**src/design/dvs_defs.svh**
```systemverilog
// Offsets, field positions, reset values and timing counts of the DVS control block.
// Included by the package user; holds definitions only.
`ifndef DVS_DEFS_SVH
`define DVS_DEFS_SVH
// Register byte offsets
`define OFS_PROFILE0 8'h00
`define OFS_PROFILE1 8'h04
`define OFS_PROFILE2 8'h08
`define OFS_PROFILE3 8'h0c
`define OFS_CONTROL 8'h10
`define OFS_RAMP 8'h14
`define OFS_STATUS 8'h18
// Profile fields: [5:0] voltage code, mode bit, sync bit
`define PF_MODE_BIT 6
`define PF_SYNC_BIT 7
// Control fields: pulldown disables
`define CT_EN_PD_OFF 0
`define CT_SEL_PD_OFF 1
// Ramp fields: [2:0] ramp code, decay bit, [5:4] sync divider select
`define RP_DECAY_BIT 3
// Voltage code: 0.77 V at code zero, 10 mV per code
`define VOUT_MIN_MV 770
`define VOUT_LSB_MV 10
// Reset values: power save, sync off; 1.40 V, 1.00 V, 1.40 V, 1.10 V
`define PROFILE0_RST 8'h3f
`define PROFILE1_RST 8'h17
`define PROFILE2_RST 8'h3f
`define PROFILE3_RST 8'h21
`define CONTROL_RST 2'h0
`define RAMP_RST 6'h00
// Internal switching clock and system clock
`define CLK_KHZ 40000
`define INT_FSW_KHZ 3250
`define INT_SW_CYCLES (`CLK_KHZ / `INT_FSW_KHZ)
// External clock dividers for 13, 19.2 and 26 MHz
`define DIV_13M 4'h4
`define DIV_19M2 4'h6
`define DIV_26M 4'h8
// Zero-crossing thresholds
`define ZC_HYST_BIAS 5'h10
`define ZC_HYST_RUN 5'h18
`define ZC_FF_RUN 5'h08
`endif

```
**src/design/dvs_pkg.sv**
```systemverilog
// Types shared by the DVS control block.
// Assumes nothing beyond the defs header.
package dvs_pkg;
  typedef enum logic [1:0] {st_ff_run, st_hyst_bias, st_hyst_run, st_ff_bias} op_state_e;
  typedef logic [5:0] vcode_t;
endpackage

```
**src/design/dvs_mode_and_ramp_control.sv**
```systemverilog
// DVS profile selection, switching-mode control and voltage-code ramping.
// Assumes an AXI4-Lite master on aclk and asynchronous pins from outside.
//
// Function
// Four profiles each hold 6-bit voltage code
// Each profile stores mode and sync enable
// Select pins pick profile by two-bit index
// Reset defaults 1.40/1.00/1.40/1.10 V, power save
// Select pulldowns disabled by control bit
// Enable pulldown disabled by control bit
// Enable low holds control at default
// Regulator on while enable high
// Mode writable anytime, even active profile
// Over 16 crossings enables hysteretic bias
// Biased and over 24 crossings enters hysteretic
// Under 16 crossings biases fixed-frequency path
// Biased and under 8 resumes fixed frequency
// Forced mode switches at constant rate
// Sync divides external clock by 4/6/8
// One code step per period times 2^ramp
// Power save without decay: no active down-ramp
// Power save with decay: comparator off ramping down
// Forced mode always ramps down actively
// Rectifier off at cycle end or near-zero; the code acts on near-zero only in power save
// Full soft start on every enable
// Active profile writes apply at write acknowledge
// Thermal shutdown keeps registers and bus
// Profile change adopts settings, ramps to target
// Cycle without crossing clears the count
//
// The register offsets and the AXI4-Lite interface to the registers were chosen for this implementation.
`timescale 1ns/10ps
`include "dvs_defs.svh"
module dvs_mode_and_ramp_control
  import dvs_pkg::*;
#(
  parameter int ADDR_W = 8
)
(
  // Clock, reset and freeze
  input wire logic aclk,
  input wire logic aresetn,
  input wire logic ce,
  // AXI4-Lite write channels
  input wire logic [ADDR_W-1:0] awaddr,
  input wire logic awvalid,
  output logic awready,
  input wire logic [31:0] wdata,
  input wire logic [3:0] wstrb,
  input wire logic wvalid,
  output logic wready,
  output logic [1:0] bresp,
  output logic bvalid,
  input wire logic bready,
  // AXI4-Lite read channels
  input wire logic [ADDR_W-1:0] araddr,
  input wire logic arvalid,
  output logic arready,
  output logic [31:0] rdata,
  output logic [1:0] rresp,
  output logic rvalid,
  input wire logic rready,
  // Pins and analog indications
  input wire logic en_pin,
  input wire logic profile_select_lsb,
  input wire logic profile_select_msb,
  input wire logic ext_clk,
  input wire logic zero_cross,
  input wire logic near_zero_current,
  input wire logic thermal_shutdown,
  input wire logic hyst_bias_ready,
  input wire logic pwm_bias_ready,
  // Converter controls
  output logic regulator_on,
  output vcode_t vout_code,
  output logic forced_pwm,
  output logic sync_active,
  output logic switch_tick,
  output logic hyst_bias_en,
  output logic pwm_bias_en,
  output logic hyst_active,
  output logic lowside_off,
  output logic zc_comp_enable,
  output logic soft_start_active,
  // Pulldown controls
  output logic en_pulldown_on,
  output logic sel_pulldown_on
);

  // Register index decode: {valid, index}
  function automatic logic [3:0] decode(input logic [ADDR_W-1:0] a);
    logic [7:0] b;
    b = 8'(a);
    case (b)
      `OFS_PROFILE0: decode = 4'h8;
      `OFS_PROFILE1: decode = 4'h9;
      `OFS_PROFILE2: decode = 4'ha;
      `OFS_PROFILE3: decode = 4'hb;
      `OFS_CONTROL: decode = 4'hc;
      `OFS_RAMP: decode = 4'hd;
      `OFS_STATUS: decode = 4'he;
      default: decode = 4'h0;
    endcase
  endfunction

  logic [8:0] pin_meta;
  logic [8:0] pin_sync;
  logic en_s, lsb_s, msb_s, ext_s, zc_s, nz_s, therm_s, hrdy_s, prdy_s;
  logic ext_d;
  logic aw_hold, w_hold, w_en0, do_wr, wr_ok;
  logic [ADDR_W-1:0] aw_addr;
  logic [7:0] w_byte;
  logic [3:0] wdec, rdec;
  logic [7:0] prof [4];
  logic [1:0] ctrl;
  logic [5:0] ramp;
  logic [1:0] sel;
  logic [7:0] act;
  vcode_t target;
  logic ps, sync_en, decay, reg_on, on_d;
  logic [3:0] div_n;
  logic [7:0] sw_cnt, step_cnt, step_lim;
  logic step_due, ramp_down;
  logic zc_seen, zc_live;
  logic [4:0] zc_cnt;
  op_state_e state, next_state;
  logic [31:0] next_rdata;

  // Two-flop synchronisers on every pin
  always_ff @(posedge aclk)
  begin
    if (!aresetn)
    begin
      pin_meta <= 9'h000;
      pin_sync <= 9'h000;
      ext_d <= 1'b0;
    end
    else if (ce)
    begin
      pin_meta <= {pwm_bias_ready, hyst_bias_ready, thermal_shutdown, near_zero_current,
                   zero_cross, ext_clk, profile_select_msb, profile_select_lsb, en_pin};
      pin_sync <= pin_meta;
      ext_d <= ext_s;
    end
  end
  assign {prdy_s, hrdy_s, therm_s, nz_s, zc_s, ext_s, msb_s, lsb_s, en_s} = pin_sync;

  // Write address and data taken in either order
  assign awready = !aw_hold;
  assign wready = !w_hold;
  assign wdec = decode(aw_addr);
  assign do_wr = aw_hold && w_hold && !bvalid;
  assign wr_ok = do_wr && wdec[3] && w_en0;
  always_ff @(posedge aclk)
  begin
    if (!aresetn)
    begin
      aw_hold <= 1'b0;
      w_hold <= 1'b0;
      aw_addr <= '0;
      w_byte <= 8'h00;
      w_en0 <= 1'b0;
      bvalid <= 1'b0;
      bresp <= 2'h0;
    end
    else if (ce)
    begin
      if (awvalid && awready)
      begin
        aw_hold <= 1'b1;
        aw_addr <= awaddr;
      end
      if (wvalid && wready)
      begin
        w_hold <= 1'b1;
        w_byte <= wdata[7:0];
        w_en0 <= wstrb[0];
      end
      if (do_wr)
      begin
        aw_hold <= 1'b0;
        w_hold <= 1'b0;
        bvalid <= 1'b1;
        bresp <= wdec[3] ? 2'h0 : 2'h2; // Unmapped answers SLVERR
      end
      else if (bvalid && bready)
        bvalid <= 1'b0;
    end
  end

  // Profile registers; reset only by aresetn, so thermal events keep them
  for (genvar g = 0; g < 4; g++)
  begin : g_prof
    localparam logic [7:0] RST = (g == 0) ? `PROFILE0_RST : (g == 1) ? `PROFILE1_RST :
                                 (g == 2) ? `PROFILE2_RST : `PROFILE3_RST;
    always_ff @(posedge aclk)
    begin
      if (!aresetn)
        prof[g] <= RST;
      else if (ce && wr_ok && wdec[2:0] == 3'(g))
        prof[g] <= w_byte;
    end
  end

  // Control register, held at default while enable is low
  always_ff @(posedge aclk)
  begin
    if (!aresetn)
      ctrl <= `CONTROL_RST;
    else if (ce)
    begin
      if (!en_s)
        ctrl <= `CONTROL_RST;
      else if (wr_ok && wdec[2:0] == 3'h4)
        ctrl <= w_byte[1:0];
    end
  end
  assign en_pulldown_on = !ctrl[`CT_EN_PD_OFF];
  assign sel_pulldown_on = !ctrl[`CT_SEL_PD_OFF];

  // Ramp code, decay bit and sync divider select
  always_ff @(posedge aclk)
  begin
    if (!aresetn)
      ramp <= `RAMP_RST;
    else if (ce && wr_ok && wdec[2:0] == 3'h5)
      ramp <= w_byte[5:0];
  end

  // Read data mux
  assign rdec = decode(araddr);
  always_comb
  begin
    next_rdata = 32'h0;
    case (rdec[2:0])
      3'h0, 3'h1, 3'h2, 3'h3: next_rdata = {24'h0, prof[rdec[1:0]]};
      3'h4: next_rdata = {30'h0, ctrl};
      3'h5: next_rdata = {26'h0, ramp};
      3'h6: next_rdata = {20'h0, on_d, ramp_down, 2'(state), sel, vout_code};
      default: next_rdata = 32'h0;
    endcase
  end

  // Read channel: one read at a time
  assign arready = !rvalid;
  always_ff @(posedge aclk)
  begin
    if (!aresetn)
    begin
      rvalid <= 1'b0;
      rdata <= 32'h0;
      rresp <= 2'h0;
    end
    else if (ce)
    begin
      if (arvalid && arready)
      begin
        rvalid <= 1'b1;
        rdata <= next_rdata;
        rresp <= rdec[3] ? 2'h0 : 2'h2;
      end
      else if (rvalid && rready)
        rvalid <= 1'b0;
    end
  end

  // Active profile follows the select pins at once
  assign sel = {msb_s, lsb_s};
  assign act = prof[sel];
  assign target = act[5:0];
  assign ps = !act[`PF_MODE_BIT];
  assign sync_en = act[`PF_SYNC_BIT];
  assign decay = ramp[`RP_DECAY_BIT];
  assign reg_on = en_s && !therm_s;

  // Divider select for the external clock
  always_comb
  begin
    case (ramp[5:4])
      2'h0: div_n = `DIV_13M;
      2'h1: div_n = `DIV_19M2;
      default: div_n = `DIV_26M;
    endcase
  end

  // Switching cycle tick from internal rate or divided external clock
  always_ff @(posedge aclk)
  begin
    if (!aresetn)
    begin
      sw_cnt <= 8'h00;
      switch_tick <= 1'b0;
    end
    else if (ce)
    begin
      switch_tick <= 1'b0;
      if (!reg_on)
        sw_cnt <= 8'h00;
      else if (sync_en)
      begin
        if (ext_s && !ext_d)
        begin
          if (sw_cnt >= {4'h0, div_n} - 8'h01)
          begin
            sw_cnt <= 8'h00;
            switch_tick <= 1'b1;
          end
          else
            sw_cnt <= sw_cnt + 8'h01;
        end
      end
      else if (sw_cnt >= 8'(`INT_SW_CYCLES - 1))
      begin
        sw_cnt <= 8'h00;
        switch_tick <= 1'b1;
      end
      else
        sw_cnt <= sw_cnt + 8'h01;
    end
  end

  // Consecutive zero-crossing counter
  assign zc_live = zc_s && zc_comp_enable;
  always_ff @(posedge aclk)
  begin
    if (!aresetn)
    begin
      zc_seen <= 1'b0;
      zc_cnt <= 5'h00;
    end
    else if (ce)
    begin
      if (!on_d)
      begin
        zc_seen <= 1'b0;
        zc_cnt <= 5'h00;
      end
      else if (switch_tick)
      begin
        zc_seen <= 1'b0;
        if (!(zc_seen || zc_live))
          zc_cnt <= 5'h00;
        else if (zc_cnt != 5'h1f)
          zc_cnt <= zc_cnt + 5'h01;
      end
      else if (zc_live)
        zc_seen <= 1'b1;
    end
  end

  // Fixed-frequency and hysteretic transitions
  always_comb
  begin
    next_state = state;
    case (state)
      st_ff_run:
        if (ps && zc_cnt > `ZC_HYST_BIAS)
          next_state = st_hyst_bias;
      st_hyst_bias:
        if (!ps || zc_cnt < `ZC_HYST_BIAS)
          next_state = st_ff_run;
        else if (hrdy_s && zc_cnt > `ZC_HYST_RUN)
          next_state = st_hyst_run;
      st_hyst_run:
        if (!ps)
          next_state = st_ff_run;
        else if (zc_cnt < `ZC_HYST_BIAS)
          next_state = st_ff_bias;
      st_ff_bias:
        if (!ps || (prdy_s && zc_cnt < `ZC_FF_RUN))
          next_state = st_ff_run;
      default: next_state = st_ff_run;
    endcase
  end

  // Operating state register
  always_ff @(posedge aclk)
  begin
    if (!aresetn)
      state <= st_ff_run;
    else if (ce)
      state <= on_d ? next_state : st_ff_run;
  end
  assign hyst_bias_en = (state == st_hyst_bias) || (state == st_hyst_run);
  assign pwm_bias_en = (state != st_hyst_run);
  assign hyst_active = (state == st_hyst_run) || (state == st_ff_bias);

  // Ramp step pacing: one step every 2^code switching cycles
  assign step_lim = (8'h01 << ramp[2:0]) - 8'h01;
  assign step_due = switch_tick && (step_cnt >= step_lim);
  assign ramp_down = on_d && (vout_code > target) && (!ps || decay);
  always_ff @(posedge aclk)
  begin
    if (!aresetn)
      step_cnt <= 8'h00;
    else if (ce)
    begin
      if (!on_d)
        step_cnt <= 8'h00;
      else if (switch_tick)
        step_cnt <= step_due ? 8'h00 : step_cnt + 8'h01;
    end
  end

  // Output voltage code; starts from zero on every enable
  always_ff @(posedge aclk)
  begin
    if (!aresetn)
      vout_code <= 6'h00;
    else if (ce)
    begin
      if (!reg_on)
        vout_code <= 6'h00;
      else if (vout_code < target)
      begin
        if (step_due)
          vout_code <= vout_code + 6'h01;
      end
      else if (vout_code > target)
      begin
        if (ps && !decay)
          vout_code <= target;
        else if (step_due)
          vout_code <= vout_code - 6'h01;
      end
    end
  end

  // Registered converter controls
  always_ff @(posedge aclk)
  begin
    if (!aresetn)
    begin
      on_d <= 1'b0;
      soft_start_active <= 1'b0;
      lowside_off <= 1'b0;
      zc_comp_enable <= 1'b1;
      forced_pwm <= 1'b0;
      sync_active <= 1'b0;
    end
    else if (ce)
    begin
      on_d <= reg_on;
      if (reg_on && !on_d)
        soft_start_active <= 1'b1;
      else if (!reg_on || vout_code == target)
        soft_start_active <= 1'b0;
      lowside_off <= on_d && (switch_tick || (ps && nz_s));
      zc_comp_enable <= !(ps && decay && ramp_down);
      forced_pwm <= !ps;
      sync_active <= sync_en && on_d;
    end
  end
  assign regulator_on = on_d;

  a_ctrl_hold: assert property (@(posedge aclk) disable iff (!aresetn)
    ce && !en_s |=> ctrl == `CONTROL_RST && en_pulldown_on && sel_pulldown_on)
    else $error("control not held at default");
  a_hyst_entry: assert property (@(posedge aclk) disable iff (!aresetn)
    ce && on_d && state == st_hyst_bias && ps && hrdy_s && zc_cnt > `ZC_HYST_RUN
    |=> state == st_hyst_run)
    else $error("hysteretic entry missed");
  a_bias_entry: assert property (@(posedge aclk) disable iff (!aresetn)
    ce && on_d && state == st_ff_run && ps && zc_cnt > `ZC_HYST_BIAS
    |=> hyst_bias_en)
    else $error("hysteretic bias not enabled");
  a_zc_clear: assert property (@(posedge aclk) disable iff (!aresetn)
    ce && on_d && switch_tick && !zc_seen && !zc_live |=> zc_cnt == 5'h00)
    else $error("zero-cross count not cleared");
  a_passive_decay: assert property (@(posedge aclk) disable iff (!aresetn)
    ce && reg_on && ps && !decay && vout_code > target |=> vout_code == $past(target))
    else $error("passive decay not applied");
  a_ramp_step: assert property (@(posedge aclk) disable iff (!aresetn)
    ce && reg_on && step_due && vout_code < target |=> vout_code == $past(vout_code) + 6'h01)
    else $error("ramp step missing");
  a_zc_off: assert property (@(posedge aclk) disable iff (!aresetn)
    ce && ps && decay && ramp_down |=> !zc_comp_enable)
    else $error("comparator not disabled");
  a_lowside_end: assert property (@(posedge aclk) disable iff (!aresetn)
    ce && on_d && switch_tick |=> lowside_off)
    else $error("rectifier not turned off");
  a_forced_exit: assert property (@(posedge aclk) disable iff (!aresetn)
    ce && on_d && !ps |=> state == st_ff_run ##1 !hyst_active)
    else $error("forced mode left hysteretic");
endmodule

```
**config.mk**
```make
export PLATFORM = sky130hd
export DESIGN_NAME = dvs_mode_and_ramp_control
export DESIGN_NICKNAME = d
export VERILOG_FILES = /design/src/design/dvs_pkg.sv /design/src/design/dvs_mode_and_ramp_control.sv
export VERILOG_INCLUDE_DIRS = /design/src /design/src/design
export SDC_FILE = /design/constraint.sdc
export NUM_CORES = 1
export LEC_CHECK = 0
export ABC_CLOCK_PERIOD_IN_PS = 4900
export BUFFER_PORTS_ARGS = -buffer_cell sky130_fd_sc_hd__buf_2
export CAP_MARGIN = 20
export CELL_PAD_IN_SITES_DETAIL_PLACEMENT = 1
export CELL_PAD_IN_SITES_GLOBAL_PLACEMENT = 2
export CORE_MARGIN = 10
export CORE_UTILIZATION = 37
export CTS_CLUSTER_SIZE = 25
export DETAILED_ROUTE_END_ITERATION = 12
export PLACE_DENSITY_LB_ADDON = 0.2
export SLEW_MARGIN = 10
export SYNTH_ARGS = -nofsm -noshare
export SYNTH_HDL_FRONTEND = slang
export SYNTH_SLANG_ARGS = --single-unit
```
**constraint.sdc**
```tcl
create_clock -name aclk -period 4.9 [get_ports aclk]
set_input_delay 0.49 -clock aclk [delete_from_list [all_inputs] [get_ports aclk]]
set_output_delay 0.49 -clock aclk [all_outputs]
set_load 0.02 [all_outputs]
```
==> results of run 1 <==
cell type report:
type | instances | area, µm² | share of cell area
clock buffers | 18 | 450.4 | 0.05528
repair buffers | 83 | 425.4 | 0.05221
multi-input cells | 585 | 3720 | 0.4565
clock inverters | 14 | 138.9 | 0.01705
flip-flops and latches | 133 | 2983 | 0.3661
diodes | 1 | 2.502 | 0.0003071
well taps | 234 | 292.8 | 0.03593
inverters | 36 | 135.1 | 0.01658
stage by stage:
stage                     total power, W  utilization  hold WS (ps)  setup WS (ps)  cell area (µm²)
after global placement          0.001384       0.4023         446.5           1501             7551
after global routing            0.002743       0.4340         288.3           1063             8145
after CTS                       0.002676       0.4337         268.9           1417             8140
after detailed placement        0.001391       0.4023         450.2           1439             7551
final                           0.002645       0.4341         285.4           1350             8148
after floorplan                 0.001333            -         431.6           2022             7179
worst min path at each step:
| stage | start | end | slack [ps] | depth (start not counted) |
|---|---|---|---|---|
| after global routing | wdata[3] | w_byte[3] | 290 | 3 |
| after floorplan | zc_seen | zc_seen | 430 | 2 |
| after detailed placement | w_byte[6] | w_byte[6] | 450 | 2 |
| final | awaddr[7] | aw_addr[7] | 290 | 3 |
| after CTS | awaddr[0] | aw_addr[0] | 270 | 3 |
| after global placement | rdata[10] | rdata[10] | 450 | 2 |
layer usage:
layer  share of wire  GRT usage
met1            0.45     0.2117
met2            0.50     0.2985
met3           0.040    0.03508
met4           0.012    0.05382
met5         0.00061          0
worst reg2reg max path, delay by kind of cell (launching register included):
| family | cells | cell delay (ps) |
|---|---|---|
| AOI/OAI and AO/OA | 5 | 1710 |
| adders and majority gates | 1 | 240 |
| buffers and inverters | 1 | 90 |
| DFF | 1 | 660 |
| muxes | 1 | 630 |
| and+or+nand+nor | 1 | 180 |
cells in the mapped netlist (all sizes together), types with 3 or more instances:
cell / number
a211oi: 4
a21o: 8
a21oi: 55
a221oi: 4
a22oi: 8
a31oi: 16
a32o: 4
a41oi: 4
and2: 10
and3: 8
and4: 3
buf: 32
clkbuf: 34
dfxtp: 101
edfxtp: 32
ha: 30
inv: 36
mux2i: 35
mux4: 8
nand2: 62
nand2b: 20
nand3: 22
nand3b: 5
nand4: 7
nor2: 86
nor2b: 8
nor3: 16
nor4: 6
o211ai: 5
o21a: 4
o21ai: 47
o22ai: 7
o31ai: 8
or2: 10
or3: 18
xnor2: 3
xor2: 8
registers in the layout, summed over array words and instances (netlist names), 2 cells and up, named ones only:
register   cells
w_byte         8
ctrl           2
aw_addr        8
sw_cnt         8
pin_meta       9
state          2
zc_cnt         5
ramp           6
pin_sync       9
step_cnt       8
prof          32
rdata         12
vout_code      6
power by group through the flow:
stage          Sequential, W  Combinational [W]  Clock, W
3_3_place_gp         0.00120           0.000184         0
5_1_grt              0.00118           0.000210   0.00135
6_report             0.00118           0.000190   0.00128
4_1_cts              0.00118           0.000191   0.00131
3_5_place_dp         0.00120           0.000190         0
2_1_floorplan        0.00120           0.000138         0
kinds of logic after synthesis:
kind of cell,share of synthesized area
compound gates,0.1686
other cells,0.001058
xor+xnor,0.01358
mux,0.07475
simple gates,0.2017
fa+ha+maj,0.05289
buf+inv,0.06717
flops,0.4203
==> flow_summary_export.csv, run 1 <==
group,metric,value,unit
global_route,grt_pass1_wl,34280,µm
final_layout,num-nets-final,955,
placed_design,port_buffers,78,
sta,setup_tns,0,ps
power_and_ir_drop,combPwrFrac,0.072,
hold_path,holdCritPathClass,"in -> reg",
worst_setup_path,start_kind,"flip-flop",
synth,yosys_warnings,0,
synth,synth_edf_count,32,
die,initial_core_util,0.3781,
worst_setup_path,timing.rr.end,"vout_code[0]",
cts,htreeDepth,4,
synth,ys_ff_latch,133,
synth,synth_flop_cell,"dfxtp_1",
route,wl_per_cell,19.46,µm
die,rows,50,
sta,hold_viol,0,
synth,post-synth-top-area-cell,"dfxtp_1",
worst_setup_path,worstPathBufferInverterCount,1,
die,io_pins,128,
power_and_ir_drop,internal-power,0.001951,W
cts,cts_tree,"built",
worst_setup_path,r2r_cells,9,
synth,syn_area,0.007097,mm²
worst_setup_path,cpLargestDelayFamily,"compound AO/OA/AOI/OAI gates",
final_layout,fillCellCount,2228,
cts,clockBufferDepth,2,
global_route,grt_max_degree,70,
global_route,track_usage,0.1731,
synth,yosysSeqAreaShare,0.4203,
cts,ctsHoldBuffers,0,
route,drcViolationCount,0,
synth,avgSynthCellArea,8.893,µm²
worst_setup_path,path_cells,"mux4_2, inv_1, ha_1, and2_1, a2111oi_0, o21ai_0, o2bb2ai_1, o211a_1, a211o_1",
route,initialDrtViolationCount,258,
synth,synthDistinctLibCells,67,
die,die_w,158.5,µm
sta,slew_headroom,0.3545,
final_layout,final_common_cell,"dfxtp_1",
sta,worst_slew_pin_slew,960.2,ps
power_and_ir_drop,seq_power_share,0.445,
worst_setup_path,rrSetupSlack,1350,ps
sta,min_period,3550,ps
synth,synth_top_area_frac,0.2849,
final_layout,final_cell_mix,"101 x dfxtp_1, 86 x nor2_1, 79 x buf_2",
cts,post_cts_buffers,0,
worst_setup_path,cpMaxStageDelayCell,"dfxtp_1",
cts,numCtsBuffers,17,
placed_design,hpwl,16020,µm
global_route,grt_pass1_vias,6316,
sta,finalSetupViolations,0,
sta,post-route-period-util,0.7246,
global_route,antenna_found_initial,1,
placed_design,globalplace.congestion,0.8320,
power_and_ir_drop,max-vdd-ir-drop,0.2885,mV
worst_setup_path,criticalPathCategory,"reg -> reg",
die,core_area,0.01877,mm²
power_and_ir_drop,pwr-share-clk,0.483,
power_and_ir_drop,p_switching,0.0006934,W
synth,synth.top_cells.by_area,"dfxtp_1 28%, edfxtp_1 14%, ha_1 5.3%",
worst_setup_path,crit_path_end,"vout_code[0]",
route,final_antenna_net_count,0,
power_and_ir_drop,p_leak,3.274,nW
final_layout,final_cell_count_no_fill,1104,
die,die_h,158.5,µm
cts,cts_root_buf,"clkbuf_16",
worst_setup_path,critPathRequiredTime,5270,ps
power_and_ir_drop,pwr_density_cell,324.6,mW/mm²
placed_design,dp_cells,1070,
cts,clock-sinks,133,
worst_setup_path,crit_arrival,3930,ps
route,routed_via_density,5.486,
synth,synth-async-reset-ratio,0,
sta,clock_skew,7.966,ps
sta,rsz0062_at_grt,"no",
sta,fmax,0.2817,GHz
worst_setup_path,cp_max_fo,8,
sta,maxSlewViolCount,0,
cts,cts_resized,0,
final_layout,area_growth_syn_to_layout,14.81,%
die,dieArea,0.02512,mm²
cts,clock_latency,430,ps
route,wl,21480,µm
worst_setup_path,worstSetupEndpointType,"flip-flop",
global_route,overflow,0,
run_status,outcome,"complete, no violations",
route,num_vias,6057,
worst_setup_path,cpPeakStageDelay,660,ps
cts,clk_pin_slew,60,ps
route,firstDrtPassIters,4,
final_layout,layout-drive-gt1-share,0.1530,
worst_setup_path,cp.depth,9,
synth,syn_inst,798,
power_and_ir_drop,switching_share,0.2622,
flow_run,maxCapViolCount,0,
(Power assumes the default switching activity.)
==> inputs of run 2 (changes only) <==
--- a/config.mk
+++ b/config.mk
@@ -6,13 +6,13 @@
 export SDC_FILE = /design/constraint.sdc
 export NUM_CORES = 1
 export LEC_CHECK = 0
-export ABC_CLOCK_PERIOD_IN_PS = 4900
+export ABC_CLOCK_PERIOD_IN_PS = 3560
 export BUFFER_PORTS_ARGS = -buffer_cell sky130_fd_sc_hd__buf_2
 export CAP_MARGIN = 20
 export CELL_PAD_IN_SITES_DETAIL_PLACEMENT = 1
 export CELL_PAD_IN_SITES_GLOBAL_PLACEMENT = 2
 export CORE_MARGIN = 10
-export CORE_UTILIZATION = 37
+export CORE_UTILIZATION = 34
 export CTS_CLUSTER_SIZE = 25
 export DETAILED_ROUTE_END_ITERATION = 12
 export PLACE_DENSITY_LB_ADDON = 0.2
==> constraint.sdc (replaced) <==
create_clock -name aclk -period 3.56 [get_ports aclk]
set_input_delay 0.356 -clock aclk [delete_from_list [all_inputs] [get_ports aclk]]
set_output_delay 0.356 -clock aclk [all_outputs]
set_load 0.02 [all_outputs]
==> flow_summary_export.csv, run 2 (synthesis gave the netlist of run 1 again) <==
group,metric,value,unit
run_status,outcome,"complete, no violations",
placed_design,globalplace.congestion,0.8010,
power_and_ir_drop,max-vdd-ir-drop,0.2353,mV
sta,rsz0062_at_grt,"no",
placed_design,dp_cells,1117,
cts,htreeDepth,4,
final_layout,num-nets-final,965,
die,die_h,164.5,µm
cts,clock-sinks,133,
route,initialDrtViolationCount,240,
final_layout,final-seq-area,0.002984,mm²
sta,slew_headroom,0.2837,
final_layout,diodes,0,
final_layout,largestRegisters,"prof x32, rdata x12",
route,routed_via_density,5.272,
die,initial_core_util,0.3485,
sta,hold_viol,0,
placed_design,hpwl,16400,µm
hold_path,whs_path_depth,3,
worst_setup_path,crit_arrival,3580,ps
worst_setup_path,critPathRequiredTime,3920,ps
final_layout,largest_register_ffs,32,
global_route,grt_max_degree,70,
worst_setup_path,r2r_cells,13,
sta,fmax,0.3111,GHz
sta,finalSetupViolations,0,
worst_setup_path,start_kind,"flip-flop",
route,wl_per_cell,19.36,µm
die,rows,52,
sta,clock_skew,22.81,ps
power_and_ir_drop,p_leak,3.309,nW
cts,numCtsBuffers,17,
final_layout,fillCellCount,2391,
cts,cts_tree,"built",
cts,clk_pin_slew,70,ps
cts,ctsHoldBuffers,0,
global_route,grt_pass1_wl,35630,µm
route,firstDrtPassIters,4,
route,wl,22250,µm
worst_setup_path,cp_max_fo,8,
sta,worst_slew_pin_slew,1066,ps
hold_path,holdCritPathClass,"in -> reg",
route,num_vias,6058,
die,die_w,164.5,µm
worst_setup_path,worstSetupEndpointType,"flip-flop",
cts,post_cts_buffers,0,
global_route,grt_pass1_vias,6418,
final_layout,multi_input_area,0.003720,mm²
power_and_ir_drop,pwr_density_cell,438.7,mW/mm²
die,io_pins,128,
route,drcViolationCount,0,
final_layout,layout-drive-gt1-share,0.1627,
route,final_antenna_net_count,0,
sta,post-route-period-util,0.9030,
worst_setup_path,criticalPathCategory,"reg -> reg",
sta,setup_tns,0,ps
global_route,track_usage,0.1664,
final_layout,final_cell_mix,"100 x dfxtp_1, 86 x nor2_1, 78 x buf_2",
die,core_area,0.02036,mm²
final_layout,area_growth_syn_to_layout,16.24,%
final_layout,largest_register,"prof",
cts,clockBufferDepth,2,
final_layout,final_common_cell,"dfxtp_1",
cts,cts_root_buf,"clkbuf_16",
global_route,overflow,0,
sta,maxSlewViolCount,0,
die,dieArea,0.02705,mm²
sta,min_period,3215,ps
cts,clock_latency,440,ps
flow_run,maxCapViolCount,0,
global_route,antenna_found_initial,1,
placed_design,port_buffers,78,
final_layout,final_cell_count_no_fill,1149,
## run 2: report_power, final
part	switching (W)	internal [W]
sequential	0.0000382	0.00158
combinational	0.000180	0.0000890
clock	0.000750	0.000980
total	0.000969	0.00265
## run 2: area by class of cell
type	instances	share of cell area
multi-input cells	585	0.4509
repair buffers	93	0.06097
inverters	36	0.01638
clock buffers	18	0.05202
flip-flops and latches	133	0.3617
clock inverters	14	0.01699
well taps	270	0.04095
## run 2: path summary, 6_finish.rpt
path             start      endpoint  slack, ps
min reg2reg  rdata[10]     rdata[10]        450
min           wdata[3]     w_byte[3]        160
max            ramp[0]  vout_code[1]        350
max reg2reg    ramp[0]  vout_code[1]        350
## run 2: layer usage
layer / part of all wire / track usage / wire length [µm] / up-vias
li1: - / - / - / 2957
met1: 0.46 / 0.2101 / 10180 / 2966
met2: 0.49 / 0.2761 / 10880 / 113
met3: 0.040 / 0.04033 / 881 / 20
met4: 0.013 / 0.04911 / 287 / 2
met5: 0.00049 / 0 / 11 / -
## run 2: timing repair
item / 4_1_cts / 5_1_grt
setup endpoints to repair: 0 / 5
endpoints found under the hold margin: 0 / 0
gates resized for setup: 0 / 1
## run 2: worst max-delay path, stage by stage (launching register included)
cell and delay (ps):
dfxtp_1 400, or3_1 450, ha_1 290, xor2_1 160
nor2_1 50, a21oi_1 150, ha_1 260, nand2_1 90
o21ai_0 100, a31oi_1 300, buf_4 180, o2bb2ai_1 70
o22ai_1 420, a22o_1 230
## run 2: per-stage QoR
| step | instance area [µm²] | total power [W] | setup slack, ps | utilization | hold slack, ps |
|---|---|---|---|---|---|
| 3_3_place_gp | 7679 | 0.001916 | 285.0 | 0.3771 | 445.4 |
| 4_1_cts | 8248 | 0.003666 | 205.5 | 0.4050 | 139.1 |
| 3_5_place_dp | 7679 | 0.001923 | 222.6 | 0.3771 | 446.1 |
| 2_1_floorplan | 7179 | 0.001835 | 681.5 | - | 431.6 |
| 5_1_grt | 8249 | 0.003768 | 107.9 | 0.4051 | 155.1 |
| 6_report | 8249 | 0.003619 | 345.3 | 0.4051 | 161.8 |
==> inputs of run 3 (changes only) <==
--- a/config.mk
+++ b/config.mk
@@ -6,13 +6,14 @@
 export SDC_FILE = /design/constraint.sdc
 export NUM_CORES = 1
 export LEC_CHECK = 0
+export ABC_AREA = 1
 export ABC_CLOCK_PERIOD_IN_PS = 3560
 export BUFFER_PORTS_ARGS = -buffer_cell sky130_fd_sc_hd__buf_2
 export CAP_MARGIN = 20
 export CELL_PAD_IN_SITES_DETAIL_PLACEMENT = 1
 export CELL_PAD_IN_SITES_GLOBAL_PLACEMENT = 2
 export CORE_MARGIN = 10
-export CORE_UTILIZATION = 34
+export CORE_UTILIZATION = 31
 export CTS_CLUSTER_SIZE = 25
 export DETAILED_ROUTE_END_ITERATION = 12
 export PLACE_DENSITY_LB_ADDON = 0.2
==> flow_summary_export.csv, run 3 <==
group,metric,value,unit
final_layout,layout-drive-gt1-share,0.1376,
placed_design,globalplace.congestion,0.8037,
die,die_w,173.5,µm
route,drt-met1-wl,11460,µm
sta,hold_viol,0,
synth,synth-async-reset-ratio,0,
cts,cts_tree,"built",
sta,clock_skew,11.03,ps
final_layout,num-nets-final,1205,
route,drcViolationCount,0,
cts,post_cts_buffers,0,
sta,maxSlewViolCount,0,
power_and_ir_drop,max-vdd-ir-drop,0.2784,mV
global_route,track_usage,0.1560,
final_layout,largestRegisters,"prof x32, rdata x12",
sta,post-route-period-util,0.7605,
worst_setup_path,crit_arrival,3070,ps
synth,synth_xor_area_frac,0.01079,
global_route,grt_pass1_vias,6923,
die,die_h,173.5,µm
synth,syn_inst,1030,
global_route,overflow,0,
synth,synthAdderAreaFrac,0.05140,
synth,synth_flop_cell,"dfxtp_1",
final_layout,largest_register,"prof",
sta,setup_tns,0,ps
synth,synthMostInstantiatedCell,"nand2_1",
route,initialDrtViolationCount,280,
route,final_antenna_net_count,0,
synth,synth_edf_count,32,
die,rows,56,
cts,clock_latency,430,ps
cts,clockBufferDepth,2,
worst_setup_path,cp_common_cell,"nand2_1",
synth,netlist_top_cells_count,"250 x nand2_1, 121 x nor2_1, 120 x inv_1",
sta,slew_headroom,0.4652,
cts,ctsHoldBuffers,0,
final_layout,final_cell_count_no_fill,1438,
power_and_ir_drop,seq_power_share,0.430,
synth,synth_top_area_frac,0.2769,
synth,ys_ff_latch,133,
global_route,antenna_found_initial,0,
cts,clock-sinks,133,
final_layout,final_cell_mix,"250 x nand2_1, 121 x nor2_1, 120 x inv_1",
placed_design,dp_cells,1406,
worst_setup_path,worstSetupEndpointType,"flip-flop",
run_status,outcome,"complete, no violations",
worst_setup_path,cpMaxStageDelayCell,"dfxtp_1",
final_layout,utilization,0.3651,
route,num_vias,6653,
sta,worst_slew_pin_slew,802.2,ps
global_route,grt_pass1_wl,37850,µm
synth,yosys.area_share.simple,0.2960,
final_layout,fillCellCount,2981,
power_and_ir_drop,combPwrFrac,0.118,
final_layout,largest_register_ffs,32,
synth,yosysSeqAreaShare,0.4084,
global_route,grt_max_degree,75,
route,routed_via_density,4.627,
cts,clk_pin_slew,70,ps
power_and_ir_drop,pwr-share-clk,0.452,
worst_setup_path,critPathRequiredTime,3930,ps
power_and_ir_drop,internal-power,0.002773,W
route,wl_met3,807,µm
synth,avgSynthCellArea,7.091,µm²
worst_setup_path,cp_max_fo,19,
synth,muxShareOfSynthArea,0,
final_layout,diodes,0,
placed_design,hpwl,17480,µm
cts,htreeDepth,4,
cts,cts_resized,0,
synth,post-synth-top-area-cell,"dfxtp_1",
sta,fmax,0.3693,GHz
die,core_area,0.02333,mm²
synth,syn_area,0.007303,mm²
sta,finalSetupViolations,0,
synth,yosys_warnings,0,
worst_setup_path,path_cells,"buf_4, inv_2, nand2_1, nand3_1, and2_1, inv_1, ha_1, nand2_1, nor2_1, nand2_1, nand3_1, nand2_1, nor2_1, nor2_1, nand2_2, nand2_2, nand2_1, nand2_1, nor2_1",
route,route.met2.wl,10690,µm
synth,synth.top_cells.by_area,"dfxtp_1 28%, edfxtp_1 13%, nand2_1 13%",
synth,synthDistinctLibCells,38,
power_and_ir_drop,p_leak,3.655,nW
worst_setup_path,criticalPathCategory,"reg -> reg",
route,wl_per_cell,16.16,µm
sta,rsz0062_at_grt,"no",
placed_design,port_buffers,78,
route,wl,23240,µm
route,firstDrtPassIters,4,
worst_setup_path,cpPeakStageDelay,290,ps
sta,min_period,2707,ps
flow_run,maxCapViolCount,0,
synth,synth_top_family_by_area,"simple AND/OR/NAND/NOR gates",
die,dieArea,0.03010,mm²
final_layout,final_common_cell,"nand2_1",
synth,synth-compound-area-share,0.1273,
route,dr.max_layer_used,"met4",
die,initial_core_util,0.3130,
die,io_pins,128,
final_layout,area_growth_syn_to_layout,16.64,%
hold_path,holdCritPathClass,"in -> reg",
power_and_ir_drop,switching_share,0.2765,
final_layout,final-seq-area,0.002983,mm²
worst_setup_path,start_kind,"flip-flop",
power_and_ir_drop,p_switching,0.001060,W
power_and_ir_drop,pwr_density_cell,450.0,mW/mm²
final_layout,multi_input_area,0.003636,mm²
cts,cts_root_buf,"clkbuf_16",
cts,numCtsBuffers,17,
[run 3: cell types whose count changed after synthesis, sizes merged, moves of 16 or more]
cell	before	now
nand2	62	257
inv	36	129
nor2	86	140
nand3	22	73
mux2i	35	0
o21ai	47	75
a21oi	55	76
nand2b	20	0
or3	18	0
a31oi	16	0
clkbuf	34	18
[run 3: power by group through the flow]
| stage | clock network, W | registers [W] | logic, W |
|---|---|---|---|
| floorplan | 0 | 0.00168 | 0.000309 |
| global route | 0.00184 | 0.00166 | 0.000518 |
| finish | 0.00173 | 0.00165 | 0.000453 |
| detailed placement | 0 | 0.00168 | 0.000460 |
| CTS | 0.00176 | 0.00165 | 0.000462 |
| global placement | 0 | 0.00168 | 0.000452 |
[run 3: cell families after synthesis]
family | Yosys count
fa+ha+maj | 30
flops | 133
xor+xnor | 9
simple gates | 501
buf+inv | 180
compound gates | 175
other cells | 2
[run 3: final cells by class]
cell class / instances / share of cell area
clock buffer: 25 / 0.05831
clock inverter: 7 / 0.008079
inverter: 129 / 0.05684
multi-input combinational: 739 / 0.4269
sequential: 133 / 0.3502
tap: 319 / 0.04686
timing repair buffer: 86 / 0.05288
[run 3: metal layers]
layer / up-vias / track usage
met3: 20 / 0.03180
li1: 3439 / -
met1: 3103 / 0.2023
met2: 91 / 0.2571
met5: - / 0
met4: 0 / 0.04240
[run 3: stage by stage]
step                      hold WS, ps  cell area [µm²]  setup WS, ps  total power (W)
final                           151.8             8518         852.5         0.003833
after floorplan                 423.5             7386          1281         0.001993
after detailed placement        440.9             7953         861.9         0.002143
after CTS                       144.0             8518         842.9         0.003875
after global routing            136.4             8518         513.9         0.004014
after global placement          439.3             7953         909.4         0.002133
[run 3: worst paths after layout]
kind | cells past startpoint | from | endpoint | slack (ps)
setup / recovery | 19 | flip-flop | vout_code[2] | 850
hold / removal | 3 | ext_clk | pin_meta[3] | 150
setup reg to reg | 19 | flip-flop | vout_code[2] | 850
hold reg to reg | 2 | sw_cnt[5] | sw_cnt[5] | 450
[run 3: critical path: cells and delay by family (launching register included)]
family	cells	cell delay, ps
adder cells (fa/ha/maj)	1	290
buffers and inverters	3	490
AND/OR/NAND/NOR	15	1600
flip-flops	1	290
